`src/rtl/lbr_pkg.sv`:
```
// Shared constants, register map and types of the inductive button readout
package lbr_pkg;
  localparam logic [6:0] DEV_ADDR = 7'h2A;
  localparam int NUM_CH = 4;
  localparam int RAW_BYTES = 3;

  localparam logic [7:0] REG_STATUS = 8'h00;
  localparam logic [7:0] REG_OUT = 8'h01;
  localparam logic [7:0] REG_CHANNEL0_RESULT_LOW = 8'h02;
  localparam logic [7:0] REG_RESET = 8'h0A;
  localparam logic [7:0] REG_EN = 8'h0C;
  localparam logic [7:0] REG_CHANNEL0_GAIN = 8'h0E;
  localparam logic [7:0] REG_CHANNEL1_GAIN = 8'h10;
  localparam logic [7:0] REG_IRQ_POLARITY_AND_ALGO_SELECT = 8'h11;
  localparam logic [7:0] REG_CHANNEL2_GAIN = 8'h12;
  localparam logic [7:0] REG_CHANNEL3_GAIN = 8'h14;
  localparam logic [7:0] REG_SAMPLE = 8'h17;
  localparam logic [7:0] REG_POL = 8'h1C;
  localparam logic [7:0] REG_RAW_BASE = 8'h20;

  localparam int CFG_MODE_BIT = 0;
  localparam int IRQ_POL_BIT = 0;
  localparam int ALGO_BIT = 1;
  localparam int STAT_WP_BIT = 0;
  localparam int STAT_ERR_BIT = 1;
  localparam int STAT_CFG_BIT = 2;
  localparam int OUT_RDY_BIT = 7;

  localparam logic [7:0] RESET_RST = 8'h00;
  localparam logic [7:0] EN_RST = 8'h01;
  localparam logic [5:0] GAIN_RST = 6'h10;
  localparam logic [7:0] IRQ_POLARITY_AND_ALGO_SELECT_RST = 8'h02;
  localparam logic [7:0] SAMPLE_RST = 8'h03;
  localparam logic [7:0] POL_RST = 8'h0F;

  localparam int CLK_PERIOD_NS = 10;
  localparam int SCAN_PERIOD_US = 12500;
  localparam int SCAN_CYCLES = SCAN_PERIOD_US * 1000 / CLK_PERIOD_NS;

  localparam int W_BASE_SHIFT = 7;
  localparam logic [4:0] CONV_MULT = 5'h1E;
  localparam logic signed [11:0] PRESS_THRESH = 12'sh040;
  localparam int BASE_SHIFT = 4;
  localparam int GAIN_NORM_SHIFT = 3;
  localparam logic [10:0] GAIN_MAX_X8 = 11'h740;

  typedef enum logic [6:0] {
    I2C_IDLE = 7'b0000001,
    I2C_ADDR = 7'b0000010,
    I2C_ACK = 7'b0000100,
    I2C_PTR = 7'b0001000,
    I2C_WR = 7'b0010000,
    I2C_RD = 7'b0100000,
    I2C_RACK = 7'b1000000
  } lbr_i2c_state_type;

  typedef enum logic [3:0] {
    SC_HALT = 4'b0001,
    SC_WAIT = 4'b0010,
    SC_CONV = 4'b0100,
    SC_PROC = 4'b1000
  } lbr_scan_state_type;

  typedef struct packed {
    logic valid;
    logic err;
    logic [23:0] raw;
  } lbr_conv_res_type;

  typedef struct packed {
    logic stb;
    logic [7:0] addr;
    logic [7:0] data;
  } lbr_bus_evt_type;
endpackage : lbr_pkg

```
`src/rtl/lbr_conv.sv`:
```
// Frequency-to-digital converter for one sensor at a time
module lbr_conv (
  input wire logic clk,
  input wire logic rst,
  input wire logic start,
  input wire logic abort,
  input wire logic osc,
  input wire logic [18:0] window,
  output lbr_pkg::lbr_conv_res_type res
);
  logic osc_q;
  logic armed_q;
  logic counting_q;
  logic [18:0] per_q;
  logic [23:0] ref_q;
  logic [28:0] scaled;
  logic osc_rise;

  assign osc_rise = osc & ~osc_q;
  // Raw value is 30 reference ticks for each tick counted over W periods
  assign scaled = 29'(ref_q) * 29'(lbr_pkg::CONV_MULT);

  always_ff @(posedge clk)
  begin
    if (rst)
    begin
      osc_q <= 1'b0;
      armed_q <= 1'b0;
      counting_q <= 1'b0;
      per_q <= 19'h00000;
      ref_q <= 24'h000000;
      res <= '0;
    end
    else
    begin
      osc_q <= osc;
      res.valid <= 1'b0;
      if (abort)
      begin
        armed_q <= 1'b0;
        counting_q <= 1'b0;
      end
      else if (start)
      begin
        armed_q <= 1'b1;
        counting_q <= 1'b0;
        per_q <= 19'h00000;
        ref_q <= 24'h000000;
      end
      else if (armed_q)
      begin
        if (counting_q)
          ref_q <= ref_q + 24'h000001;
        // A sensor that stops after its first rising edge saturates the count and is reported as an error
        if (&ref_q)
        begin
          armed_q <= 1'b0;
          res <= '{valid: 1'b1, err: 1'b1, raw: 24'hFFFFFF};
        end
        else if (osc_rise)
        begin
          counting_q <= 1'b1;
          if (counting_q)
            per_q <= per_q + 19'h00001;
          if (counting_q && per_q == window - 19'h00001)
          begin
            armed_q <= 1'b0;
            res.valid <= 1'b1;
            res.err <= 1'b0;
            res.raw <= (|scaled[28:24]) ? 24'hFFFFFF : scaled[23:0];
          end
        end
      end
    end
  end
endmodule : lbr_conv

```
`src/rtl/lbr_top.sv`:
```
// Four-channel inductive button readout with I2C register access
// How it works
// - IRQ_POLARITY_AND_ALGO_SELECT bit 1 zero selects raw-data operation, one selects button algorithm
// - Raw operation exposes converter output with no tracking or thresholds
// - Algorithm operation fills processed registers and drives button pins
// - Each channel has enable and low-power enable; low-power needs enable
// - Active channels are converted one after another each scan
// - OUT data-ready bit flags a fresh result
// - In raw operation each new result asserts the interrupt line
// - Each raw result is 24 bits over three byte registers
// - Raw equals 30 times W reference ticks per sensor period count
// - Button pins are push-pull with per-pin programmable polarity
// - Open-drain interrupt on press or error, polarity selectable
// - Reading status clears any interrupt assertion
// - OUT holds four per-channel press flags
// - Processed value is 12-bit two's complement with selectable sign
// - Gain selects 64 levels from 1 to about 232
// - Baseline tracking runs in algorithm operation and pauses while the channel detects a press
// - Opposite or common neighbour responses suppress a press
// - Fixed 7-bit target address followed by an 8-bit pointer
// - Pointer auto-increments while the controller acknowledges
// - A new scan starts within 1 ms of leaving config mode
// - Config mode halts conversions until it is cleared
// - The clock line is never driven
module lbr_top #(
  parameter int SCAN_CYCLES = lbr_pkg::SCAN_CYCLES
) (
  input wire logic clk,
  input wire logic rst,
  input wire logic scl_i,
  input wire logic sda_i,
  output logic sda_o,
  output logic sda_oe,
  output logic irq_line_o,
  output logic irq_line_oe,
  output logic [3:0] button_pin,
  input wire logic [3:0] sensor_osc,
  input wire logic low_power_sel
);
  lbr_pkg::lbr_i2c_state_type st_q;
  lbr_pkg::lbr_i2c_state_type after_q;
  lbr_pkg::lbr_scan_state_type sc_q;
  lbr_pkg::lbr_bus_evt_type wr_q;
  lbr_pkg::lbr_bus_evt_type rd_q;
  lbr_pkg::lbr_conv_res_type res;
  logic scl_q, sda_q, acked_q;
  logic [3:0] cnt_q;
  logic [7:0] shift_q, ptr_q, rd_byte;
  logic [7:0] reset_q, en_q, irq_polarity_and_algo_select_q, sample_q, pol_q;
  logic [5:0] gain_q [lbr_pkg::NUM_CH];
  logic [23:0] raw_q [lbr_pkg::NUM_CH];
  logic [23:0] base_q [lbr_pkg::NUM_CH];
  logic [11:0] proc_q [lbr_pkg::NUM_CH];
  logic [23:0] snap_raw_q [lbr_pkg::NUM_CH];
  logic [11:0] snap_proc_q [lbr_pkg::NUM_CH];
  logic [3:0] base_ok_q, press_q, snap_press_q;
  logic rdy_q, err_q, irq_q, conv_start_q;
  logic [1:0] ch_q;
  logic [31:0] tick_q;
  logic scl_rise, scl_fall, start_c, stop_c, cfg_mode, algo, wp, tick;
  logic [3:0] active, nxt_mask;
  logic [18:0] window;

  assign scl_rise = scl_i & ~scl_q;
  assign scl_fall = ~scl_i & scl_q;
  assign start_c = scl_i & scl_q & sda_q & ~sda_i;
  assign stop_c = scl_i & scl_q & ~sda_q & sda_i;
  assign cfg_mode = reset_q[lbr_pkg::CFG_MODE_BIT];
  assign algo = irq_polarity_and_algo_select_q[lbr_pkg::ALGO_BIT];
  assign wp = cfg_mode && sc_q == lbr_pkg::SC_HALT;
  // Low-power enable only counts when the channel enable is also set
  assign active = low_power_sel ? (en_q[3:0] & en_q[7:4]) : en_q[3:0];
  assign window = (19'(sample_q[3:0]) + 19'h00001)
    << (lbr_pkg::W_BASE_SHIFT + int'(sample_q[6:4]));
  assign tick = tick_q == 32'h00000000;

  // I2C target; outputs change only on clock falling edges
  always_ff @(posedge clk)
  begin
    if (rst)
    begin
      scl_q <= 1'b1;
      sda_q <= 1'b1;
      st_q <= lbr_pkg::I2C_IDLE;
      after_q <= lbr_pkg::I2C_IDLE;
      cnt_q <= 4'h0;
      shift_q <= 8'h00;
      ptr_q <= 8'h00;
      acked_q <= 1'b0;
      sda_oe <= 1'b0;
      wr_q <= '0;
      rd_q <= '0;
    end
    else
    begin
      scl_q <= scl_i;
      sda_q <= sda_i;
      wr_q.stb <= 1'b0;
      rd_q.stb <= 1'b0;
      if (start_c)
      begin
        st_q <= lbr_pkg::I2C_ADDR;
        cnt_q <= 4'h0;
        sda_oe <= 1'b0;
      end
      else if (stop_c)
      begin
        st_q <= lbr_pkg::I2C_IDLE;
        sda_oe <= 1'b0;
      end
      else
      begin
        unique case (st_q)
          lbr_pkg::I2C_IDLE: ;
          lbr_pkg::I2C_ADDR, lbr_pkg::I2C_PTR, lbr_pkg::I2C_WR:
          begin
            if (scl_rise)
            begin
              shift_q <= {shift_q[6:0], sda_i};
              cnt_q <= cnt_q + 4'h1;
            end
            else if (scl_fall && cnt_q == 4'h8)
            begin
              cnt_q <= 4'h0;
              st_q <= lbr_pkg::I2C_ACK;
              sda_oe <= 1'b1;
              if (st_q == lbr_pkg::I2C_ADDR)
              begin
                after_q <= shift_q[0] ? lbr_pkg::I2C_RD : lbr_pkg::I2C_PTR;
                if (shift_q[7:1] != lbr_pkg::DEV_ADDR)
                begin
                  st_q <= lbr_pkg::I2C_IDLE;
                  sda_oe <= 1'b0;
                end
              end
              else if (st_q == lbr_pkg::I2C_PTR)
              begin
                ptr_q <= shift_q;
                after_q <= lbr_pkg::I2C_WR;
              end
              else
              begin
                wr_q <= '{stb: 1'b1, addr: ptr_q, data: shift_q};
                ptr_q <= ptr_q + 8'h01;
              end
            end
          end
          lbr_pkg::I2C_ACK, lbr_pkg::I2C_RACK:
          begin
            if (scl_rise)
              acked_q <= ~sda_i;
            else if (scl_fall)
            begin
              sda_oe <= 1'b0;
              st_q <= after_q;
              if (after_q == lbr_pkg::I2C_RD)
              begin
                if (st_q == lbr_pkg::I2C_RACK && !acked_q)
                  st_q <= lbr_pkg::I2C_IDLE;
                else
                begin
                  shift_q <= rd_byte;
                  sda_oe <= ~rd_byte[7];
                  rd_q <= '{stb: 1'b1, addr: ptr_q, data: rd_byte};
                  ptr_q <= ptr_q + 8'h01;
                  cnt_q <= 4'h0;
                end
              end
            end
          end
          lbr_pkg::I2C_RD:
          begin
            if (scl_rise)
              cnt_q <= cnt_q + 4'h1;
            else if (scl_fall)
            begin
              if (cnt_q == 4'h8)
              begin
                sda_oe <= 1'b0;
                st_q <= lbr_pkg::I2C_RACK;
              end
              else
              begin
                shift_q <= {shift_q[6:0], 1'b0};
                sda_oe <= ~shift_q[6];
              end
            end
          end
        endcase
      end
    end
  end

  // Register read view; result registers come from the status-read snapshot
  always_comb
  begin
    rd_byte = 8'h00;
    unique case (ptr_q)
      lbr_pkg::REG_STATUS:
        rd_byte = 8'({cfg_mode, err_q, wp}) << lbr_pkg::STAT_WP_BIT;
      lbr_pkg::REG_OUT: rd_byte = {rdy_q, 3'h0, snap_press_q};
      lbr_pkg::REG_RESET: rd_byte = reset_q;
      lbr_pkg::REG_EN: rd_byte = en_q;
      lbr_pkg::REG_CHANNEL0_GAIN: rd_byte = {2'h0, gain_q[0]};
      lbr_pkg::REG_CHANNEL1_GAIN: rd_byte = {2'h0, gain_q[1]};
      lbr_pkg::REG_CHANNEL2_GAIN: rd_byte = {2'h0, gain_q[2]};
      lbr_pkg::REG_CHANNEL3_GAIN: rd_byte = {2'h0, gain_q[3]};
      lbr_pkg::REG_IRQ_POLARITY_AND_ALGO_SELECT: rd_byte = irq_polarity_and_algo_select_q;
      lbr_pkg::REG_SAMPLE: rd_byte = sample_q;
      lbr_pkg::REG_POL: rd_byte = pol_q;
      default:
        for (int n = 0; n < lbr_pkg::NUM_CH; n++)
        begin
          if (ptr_q == lbr_pkg::REG_CHANNEL0_RESULT_LOW + 8'(2 * n))
            rd_byte = snap_proc_q[n][7:0];
          if (ptr_q == lbr_pkg::REG_CHANNEL0_RESULT_LOW + 8'(2 * n + 1))
            rd_byte = {4'h0, snap_proc_q[n][11:8]};
          for (int x = 0; x < lbr_pkg::RAW_BYTES; x++)
            if (ptr_q == lbr_pkg::REG_RAW_BASE + 8'(lbr_pkg::RAW_BYTES * n + x))
              rd_byte = snap_raw_q[n][8 * (2 - x) +: 8];
        end
    endcase
  end

  // Settings registers; only the reset register is writable outside config
  always_ff @(posedge clk)
  begin
    if (rst)
    begin
      reset_q <= lbr_pkg::RESET_RST;
      en_q <= lbr_pkg::EN_RST;
      irq_polarity_and_algo_select_q <= lbr_pkg::IRQ_POLARITY_AND_ALGO_SELECT_RST;
      sample_q <= lbr_pkg::SAMPLE_RST;
      pol_q <= lbr_pkg::POL_RST;
      for (int n = 0; n < lbr_pkg::NUM_CH; n++)
        gain_q[n] <= lbr_pkg::GAIN_RST;
    end
    else if (wr_q.stb)
    begin
      if (wr_q.addr == lbr_pkg::REG_RESET)
        reset_q <= wr_q.data;
      else if (wp)
      begin
        unique case (wr_q.addr)
          lbr_pkg::REG_EN: en_q <= wr_q.data;
          lbr_pkg::REG_IRQ_POLARITY_AND_ALGO_SELECT: irq_polarity_and_algo_select_q <= wr_q.data;
          lbr_pkg::REG_SAMPLE: sample_q <= wr_q.data;
          lbr_pkg::REG_POL: pol_q <= wr_q.data;
          lbr_pkg::REG_CHANNEL0_GAIN: gain_q[0] <= wr_q.data[5:0];
          lbr_pkg::REG_CHANNEL1_GAIN: gain_q[1] <= wr_q.data[5:0];
          lbr_pkg::REG_CHANNEL2_GAIN: gain_q[2] <= wr_q.data[5:0];
          lbr_pkg::REG_CHANNEL3_GAIN: gain_q[3] <= wr_q.data[5:0];
          default: ;
        endcase
      end
    end
  end

  // Scan rate divider; restarts at once when config mode ends
  always_ff @(posedge clk)
  begin
    if (rst || sc_q == lbr_pkg::SC_HALT)
      tick_q <= 32'h00000000;
    else if (tick)
      tick_q <= 32'(SCAN_CYCLES - 1);
    else
      tick_q <= tick_q - 32'h00000001;
  end

  lbr_conv u_conv (
    .clk(clk),
    .rst(rst),
    .start(conv_start_q),
    .abort(cfg_mode),
    .osc(sensor_osc[ch_q]),
    .window(window),
    .res(res)
  );

  // Processing of the channel just converted
  logic signed [24:0] diff;
  logic [10:0] gain_x8;
  logic signed [36:0] prod;
  logic signed [11:0] val;
  logic signed [11:0] nb_lo, nb_hi;
  logic hit;
  always_comb
  begin
    diff = $signed({1'b0, base_q[ch_q]}) - $signed({1'b0, raw_q[ch_q]});
    // Exponent-mantissa gain gives roughly 9% per step up to the cap
    gain_x8 = 11'({7'h01, gain_q[ch_q][2:0]}) << gain_q[ch_q][5:3];
    if (gain_x8 > lbr_pkg::GAIN_MAX_X8)
      gain_x8 = lbr_pkg::GAIN_MAX_X8;
    prod = (37'(diff) * $signed({26'h0, gain_x8})) >>> lbr_pkg::GAIN_NORM_SHIFT;
    if (prod > 37'sh7FF)
      val = 12'sh7FF;
    else if (prod < -37'sh800)
      val = -12'sh800;
    else
      val = prod[11:0];
    nb_lo = proc_q[ch_q - 2'h1];
    nb_hi = proc_q[ch_q + 2'h1];
    // Opposite neighbour or both neighbours alike point to crosstalk
    hit = val > lbr_pkg::PRESS_THRESH
      && !(nb_lo < -lbr_pkg::PRESS_THRESH || nb_hi < -lbr_pkg::PRESS_THRESH)
      && !(nb_lo > lbr_pkg::PRESS_THRESH && nb_hi > lbr_pkg::PRESS_THRESH);
    nxt_mask = active & ~((4'h2 << ch_q) - 4'h1);
  end

  // Scan sequencer
  always_ff @(posedge clk)
  begin
    if (rst)
    begin
      sc_q <= lbr_pkg::SC_HALT;
      ch_q <= 2'h0;
      conv_start_q <= 1'b0;
    end
    else
    begin
      conv_start_q <= 1'b0;
      if (cfg_mode)
        sc_q <= lbr_pkg::SC_HALT;
      else
      begin
        unique case (sc_q)
          lbr_pkg::SC_HALT: sc_q <= lbr_pkg::SC_WAIT;
          lbr_pkg::SC_WAIT:
            if (tick && |active)
            begin
              ch_q <= active[0] ? 2'h0 : active[1] ? 2'h1 : active[2] ? 2'h2 : 2'h3;
              conv_start_q <= 1'b1;
              sc_q <= lbr_pkg::SC_CONV;
            end
          lbr_pkg::SC_CONV:
            if (res.valid)
              sc_q <= lbr_pkg::SC_PROC;
          lbr_pkg::SC_PROC:
            if (|nxt_mask)
            begin
              ch_q <= nxt_mask[1] ? 2'h1 : nxt_mask[2] ? 2'h2 : 2'h3;
              conv_start_q <= 1'b1;
              sc_q <= lbr_pkg::SC_CONV;
            end
            else
              sc_q <= lbr_pkg::SC_WAIT;
        endcase
      end
    end
  end

  // Result store, baseline tracking and press decision
  always_ff @(posedge clk)
  begin
    if (rst)
    begin
      base_ok_q <= 4'h0;
      press_q <= 4'h0;
      for (int n = 0; n < lbr_pkg::NUM_CH; n++)
      begin
        raw_q[n] <= 24'h000000;
        base_q[n] <= 24'h000000;
        proc_q[n] <= 12'h000;
      end
    end
    else if (sc_q == lbr_pkg::SC_CONV && res.valid)
      raw_q[ch_q] <= res.raw;
    else if (sc_q == lbr_pkg::SC_PROC && algo)
    begin
      proc_q[ch_q] <= pol_q[4 + ch_q] ? -val : val;
      press_q[ch_q] <= hit;
      if (!base_ok_q[ch_q])
      begin
        base_ok_q[ch_q] <= 1'b1;
        base_q[ch_q] <= raw_q[ch_q];
      end
      else if (!hit)
        base_q[ch_q] <= 24'($signed({1'b0, base_q[ch_q]}) - (diff >>> lbr_pkg::BASE_SHIFT));
    end
    else if (!algo)
      press_q <= 4'h0;
  end

  // Flags, interrupt and snapshot taken by a status read
  logic new_res, press_new, stat_rd, out_rd;
  assign new_res = sc_q == lbr_pkg::SC_PROC;
  assign press_new = new_res && algo && hit && !press_q[ch_q];
  assign stat_rd = rd_q.stb && rd_q.addr == lbr_pkg::REG_STATUS;
  assign out_rd = rd_q.stb && rd_q.addr == lbr_pkg::REG_OUT;
  always_ff @(posedge clk)
  begin
    if (rst)
    begin
      rdy_q <= 1'b0;
      err_q <= 1'b0;
      irq_q <= 1'b0;
      snap_press_q <= 4'h0;
      for (int n = 0; n < lbr_pkg::NUM_CH; n++)
      begin
        snap_raw_q[n] <= 24'h000000;
        snap_proc_q[n] <= 12'h000;
      end
    end
    else
    begin
      rdy_q <= new_res | (rdy_q & ~out_rd);
      err_q <= (res.valid & res.err) | (err_q & ~stat_rd);
      irq_q <= (new_res & ~algo) | press_new | (res.valid & res.err)
        | (irq_q & ~stat_rd);
      if (stat_rd)
      begin
        snap_press_q <= press_q;
        for (int n = 0; n < lbr_pkg::NUM_CH; n++)
        begin
          snap_raw_q[n] <= raw_q[n];
          snap_proc_q[n] <= proc_q[n];
        end
      end
    end
  end

  // Pins: open-drain lines drive low only; push-pull buttons follow polarity
  always_ff @(posedge clk)
  begin
    if (rst)
    begin
      sda_o <= 1'b0;
      irq_line_o <= 1'b0;
      irq_line_oe <= 1'b0;
      button_pin <= 4'h0;
    end
    else
    begin
      sda_o <= 1'b0;
      irq_line_o <= 1'b0;
      irq_line_oe <= irq_q ^ irq_polarity_and_algo_select_q[lbr_pkg::IRQ_POL_BIT];
      button_pin <= ~(press_q ^ pol_q[3:0]);
    end
  end
endmodule : lbr_top

```
`config.mk`:
```
export PLATFORM = sky130hd
export DESIGN_NAME = lbr_top
export DESIGN_NICKNAME = d
export VERILOG_FILES = /design/src/rtl/lbr_pkg.sv /design/src/rtl/lbr_conv.sv /design/src/rtl/lbr_top.sv
export SDC_FILE = /design/constraint.sdc
export NUM_CORES = 2
export LEC_CHECK = 0
export ABC_AREA = 1
export BUFFER_PORTS_ARGS = -buffer_cell sky130_fd_sc_hd__clkbuf_2
export CAP_MARGIN = 10
export CELL_PAD_IN_SITES_DETAIL_PLACEMENT = 0
export CELL_PAD_IN_SITES_GLOBAL_PLACEMENT = 1
export CORE_MARGIN = 3
export CORE_UTILIZATION = 25
export DETAILED_ROUTE_END_ITERATION = 16
export PLACE_DENSITY = 0.58
export SYNTH_ARGS = -nofsm -noshare
export SYNTH_HDL_FRONTEND = slang
export SYNTH_SLANG_ARGS = --single-unit
```
`constraint.sdc`:
```
create_clock -name clk -period 13.6 [get_ports clk]
set_input_delay 1.36 -clock clk [delete_from_list [all_inputs] [get_ports clk]]
set_output_delay 1.36 -clock clk [all_outputs]
set_load 0.1 [all_outputs]
```
# Word level (Yosys, flattened, before mapping)
# Memory sizes are Yosys's and may differ from the RTL's. A register that Yosys moved wholly into a read port is not among the register bits.
# Index checks and enable logic that the tools add are counted.
# totals
input_bits	9
output_inout_bits	8
register_bits	243
latch_bits	0
romBits	0
mem_bits_rw	408
elab_cells	503
memories	6
# op_classes
bitwise_logic	66
shifts	3
n_reduce_logical	74
n_mul	2
eq_ne	80
order_cmp	11
n_div	0
n_mux	204
n_addsub	15
# mem_list
name	words	word_bits	read_ports	rd_ports_with_merged_regs	wr	line_no	text
base_q	4	24	1	1	4	lbr_top.sv:52	logic [23:0] base_q [lbr_pkg::NUM_CH];
raw_q	4	24	5	1	4	lbr_top.sv:51	logic [23:0] raw_q [lbr_pkg::NUM_CH];
snap_raw_q	4	24	4	0	4	lbr_top.sv:54	logic [23:0] snap_raw_q [lbr_pkg::NUM_CH];
proc_q	4	12	6	0	4	lbr_top.sv:53	logic [11:0] proc_q [lbr_pkg::NUM_CH];
snap_proc_q	4	12	4	0	4	lbr_top.sv:55	logic [11:0] snap_proc_q [lbr_pkg::NUM_CH];
gain_q	4	6	5	1	4	lbr_top.sv:50	logic [5:0] gain_q [lbr_pkg::NUM_CH];
# ops
cell	n
$mux W8	36
$mux W24	11
$eq A8 B5 Y1 const B	12
$eq A8 B6 Y1 const B	12
$mux W12	8
$mux W19	5
$pmux W8 S11	1
$mux W26	3
$mux W7	11
$mux W1	75
$eq A8 B4 Y1 const B	8
$mux W4	12
$reduce_or A24 Y1	2
$mul A25 B12 Y37	1
$gt A12 B8 Y1 const B	3
$gt A34 B12 Y1 const B	1
$lt A34 B12 Y1 const B	1
$mux W17	2
$eq A8 B3 Y1 const B	4
$logic_not A32 Y1	1
$mux W2	16
$sub A32 B1 Y32 const B	1
$mux W6	5
$ne A2 B2 Y1 const B	15
other kinds (86)	209

# Logic depth before layout (Yosys ltp)
# depth
word_depth	28
mapped_depth	65
mapped_depth_nobuf	62

# Modules after synthesis
# From an unflattened synthesis, not the netlist that was laid out.
# hier_totals
hier_cells	6113
area_unflattened_um2	47619.4
# modules_own_cells
mod	area_each_um2	cells_each	seq_area_each_um2	instances
lbr_top	40467.6	5066	15494.9	1
lbr_conv	7151.9	1047	1441.4	1

# Worst setup path before layout
# OpenSTA, ideal clock, no wires.
# synth_timing
path_kind	reg-to-reg
from	reg with a tool-made name
to	mem base_q[1][0], enable pin
arrival_ns	11.463
n_path_buf	5
stages_incl_launch_ff	56
setup_slack_ns	1.699
synth_period_minus_slack_ns	11.901
path_cell_list	dfxtp_1 buf_2 clkbuf_1 clkbuf_1 clkbuf_1 nand2_1 a32oi_1 inv_1 fa_1 o21ai_0 a31oi_1 o21ai_2 a21boi_0 o21ai_0 a21oi_1 o21ai_2 a21oi_1 o21ba_2 [20 not listed] nand2_1 nand2_1 nand2_1 nor2_1 nand4_1 nand2_1 buf_2 nand2_1 inv_1 ha_1 nand2_1 nor2_2 nand2_1 nand2_1 nand2_2 nand3_1 inv_1 o21ai_0
# synth_lines
item	line_no
end, declared	lbr_top.sv:52

==> results.json <==
{
  "cts_resized": 0,
  "postRouteWirelength_mm": 159,
  "critical_path_arrival_ns": 12.80,
  "initialDrtViolationCount": 2764,
  "h-tree-depth": 3,
  "wl_per_cell_um": 18.7,
  "rsz0062_at_grt": "no",
  "worst_skew_pair.late_latency_ns": 0.65,
  "cell_repeated_most_along_the_worst_path": "nand2_1",
  "critical_path_class": "reg -> reg",
  "detail_route.vias_per_cell": 4.59,
  "synth_top_cells_by_area": "edfxtp_1 26%, fa_1 12%, dfxtp_1 10%, nand2_1 9.2%, inv_1 8.9%",
  "timing.critical_path.required_ns": 13.89,
  "max_cap_violations": 0,
  "clkSinkCount": 642,
  "clock_path_buffers": 3,
  "grt_antenna_before_repair": 1,
  "vias": 39100,
  "final_antenna_net_count": 0,
  "drt_first_pass_iters": 6,
  "hold_violations": 0,
  "timing.setup.tns_ns": 0,
  "slew_headroom_pct": 20.6,
  "critical-path-max-stage-delay_ns": 0.63,
  "post_synth_instance_area_um2": 46800,
  "layoutNonFillerInstCount": 8513,
  "synth-seq-area-share_pct": 36.2,
  "post_synth_num_cell_types": 67,
  "layout_setup_ws_ns": 1.09,
  "synthesis.yosys.warnings": 0,
  "measured_slew_at_the_worst_slew_check_pin_ns": 1.19,
  "buffer_ports.inserted": 14,
  "grt_util_all_layers_pct": 16.4,
  "dpl.cell_count": 8382,
  "final-setup-viol-count": 0,
  "ios": 17,
  "fillers": 20200,
  "area_delta_synth_final_pct": 11.5,
  "cts_setup_buffers": 0,
  "die_w_um": 439,
  "hold_path_class": "reg -> reg",
  "synthTopCellsByCount": "1,147 x nand2_1, 1,113 x inv_1, 878 x nor2_1",
  "syn-instance-count": 5991,
  "postCtsHoldBufs": 0,
  "floorplan.initialDensity_pct": 25.2,
  "layout_min_cycle_time_ns": 12.51,
  "synth_flop_cell": "edfxtp_1",
  "part_of_the_cycle_the_worst_path_needs_pct": 92.0,
  "remaining_drc_errors": 0,
  "number_of_global_route_vias_before_repair": 38600,
  "dp_hpwl_mm": 124,
  "post-synth-top-area-cell": "edfxtp_1",
  "core-area_um2": 186000,
  "ctsRootBufferMaster": "clkbuf_16",
  "share_of_synthesized_flip_flops_with_an_asynchronous_set_or_reset_pct": 0,
  "die_height_um": 439,
  "syn-mean-instance-area_um2": 7.81,
  "grt_first_pass_wirelength_mm": 242,
  "tritoncts_clock_tree": "built",
  "synth_top_area_share_pct": 26.2,
  "maximum_fanout_along_the_worst_path": 122,
  "leading_cell_type_by_number_of_instances_after_synthesis": "nand2_1",
  "synth.ff_latch_count": 642,
  "grt-ovfl-total": 0,
  "setup.worst_path.end_class": "flop",
  "fin_nets": 6471,
  "critical_path.startpoint_type": "flop",
  "place.gp.congestion": 0.900,
  "post_route_cells_drive_above_1_share_pct": 4.91,
  "count_of_flip_flops_with_a_built_in_enable_after_synthesis": 408,
  "worst_path_max_delay_cell": "dfxtp_4",
  "grt_start_max_net_pins": 123,
  "min-delay-start": "tick_q[0]",
  "clk_pin_slew_ns": 0.06,
  "numCtsBuffers": 75,
  "site_row_count": 158,
  "dpl_worst_slack_ns": 1.17,
  "skew_ns": 0.0252,
  "final-max-slew-violation-count": 0,
  "clock.fmax_mhz": 79.9,
  "die-area_um2": 192000,
  "outcome": "finished, final reports clean"
}
## through the flow
| step | instance area (µm²) | utilization, % | hold WS [ns] |
|---|---|---|---|
| floorplan | 46800 | - | 0.412 |
| global placement | 49800 | 26.8 | 0.423 |
| detailed placement | 49800 | 26.8 | 0.437 |
| CTS | 52100 | 28.1 | 0.446 |
| global route | 52100 | 28.1 | 0.474 |
| finish | 52200 | 28.1 | 0.440 |
## final timing paths
path,end,slack [ns],depth (start not counted)
worst max register to register,base_q[3][9],1.09,54
worst max-delay path,base_q[3][9],1.09,54
worst min register to register,tick_q[0],0.44,1
worst min-delay path,tick_q[0],0.44,1
## cells by family after synthesis
kind of cell    share of synthesized area [%]
compound gates                           10.2
xor+xnor                                 2.15
fa+ha+maj                                17.6
buf+inv                                  10.6
flops                                    36.2
mux                                    0.0214
other cells                            0.0161
simple gates                             23.2
## worst max-delay path, delay by kind of cell, from the launching register on
family | cells | cell delay (ns)
fa+ha+maj | 8 | 3.46
flops | 1 | 0.63
simple gates | 26 | 3.90
compound gates | 10 | 2.32
buf+inv | 10 | 1.76
## area by class of cell
type	instances	area [µm²]	share of cell area, %
multi-input cells	4047	24900	47.8
flip-flops and latches	642	16900	32.5
inverters	1133	4260	8.16
well taps	2480	3100	5.95
clock buffers	95	1990	3.82
repair buffers	80	581	1.11
clock inverters	35	335	0.643
diodes	1	2.50	0.00480
## registers in the layout, summed over array words and instances, names as in the netlist, 9 cells and up, named ones only
name          count
wr_q             17
snap_proc_q      48
u_conv.per_q     19
u_conv.res       26
raw_q            96
snap_raw_q       96
rd_q              9
tick_q           32
proc_q           48
gain_q           24
u_conv.ref_q     24
base_q           96
## placed cells by master, fill, tap and decap left out, drive strengths merged, types with 194 or more instances in the layout
master,Yosys,layout
nand3,228,228
dfxtp,234,234
nor2,890,890
nand2,1166,1166
ha,194,194
edfxtp,408,408
a21oi,386,386
inv,1121,1125
o21ai,332,332
fa,289,289
## metal layers
metal / GRT usage (%) / up-vias / wire, µm
met4: 4.77 / 0 / 4410
li1: - / 19000 / -
met1: 22.9 / 18900 / 74400
met3: 1.40 / 200 / 6930
met2: 26.9 / 894 / 73200
met5: 0 / - / 0
Power is not shown: default switching activity piles up to over one toggle a cycle in this logic, so the estimate is an artifact.
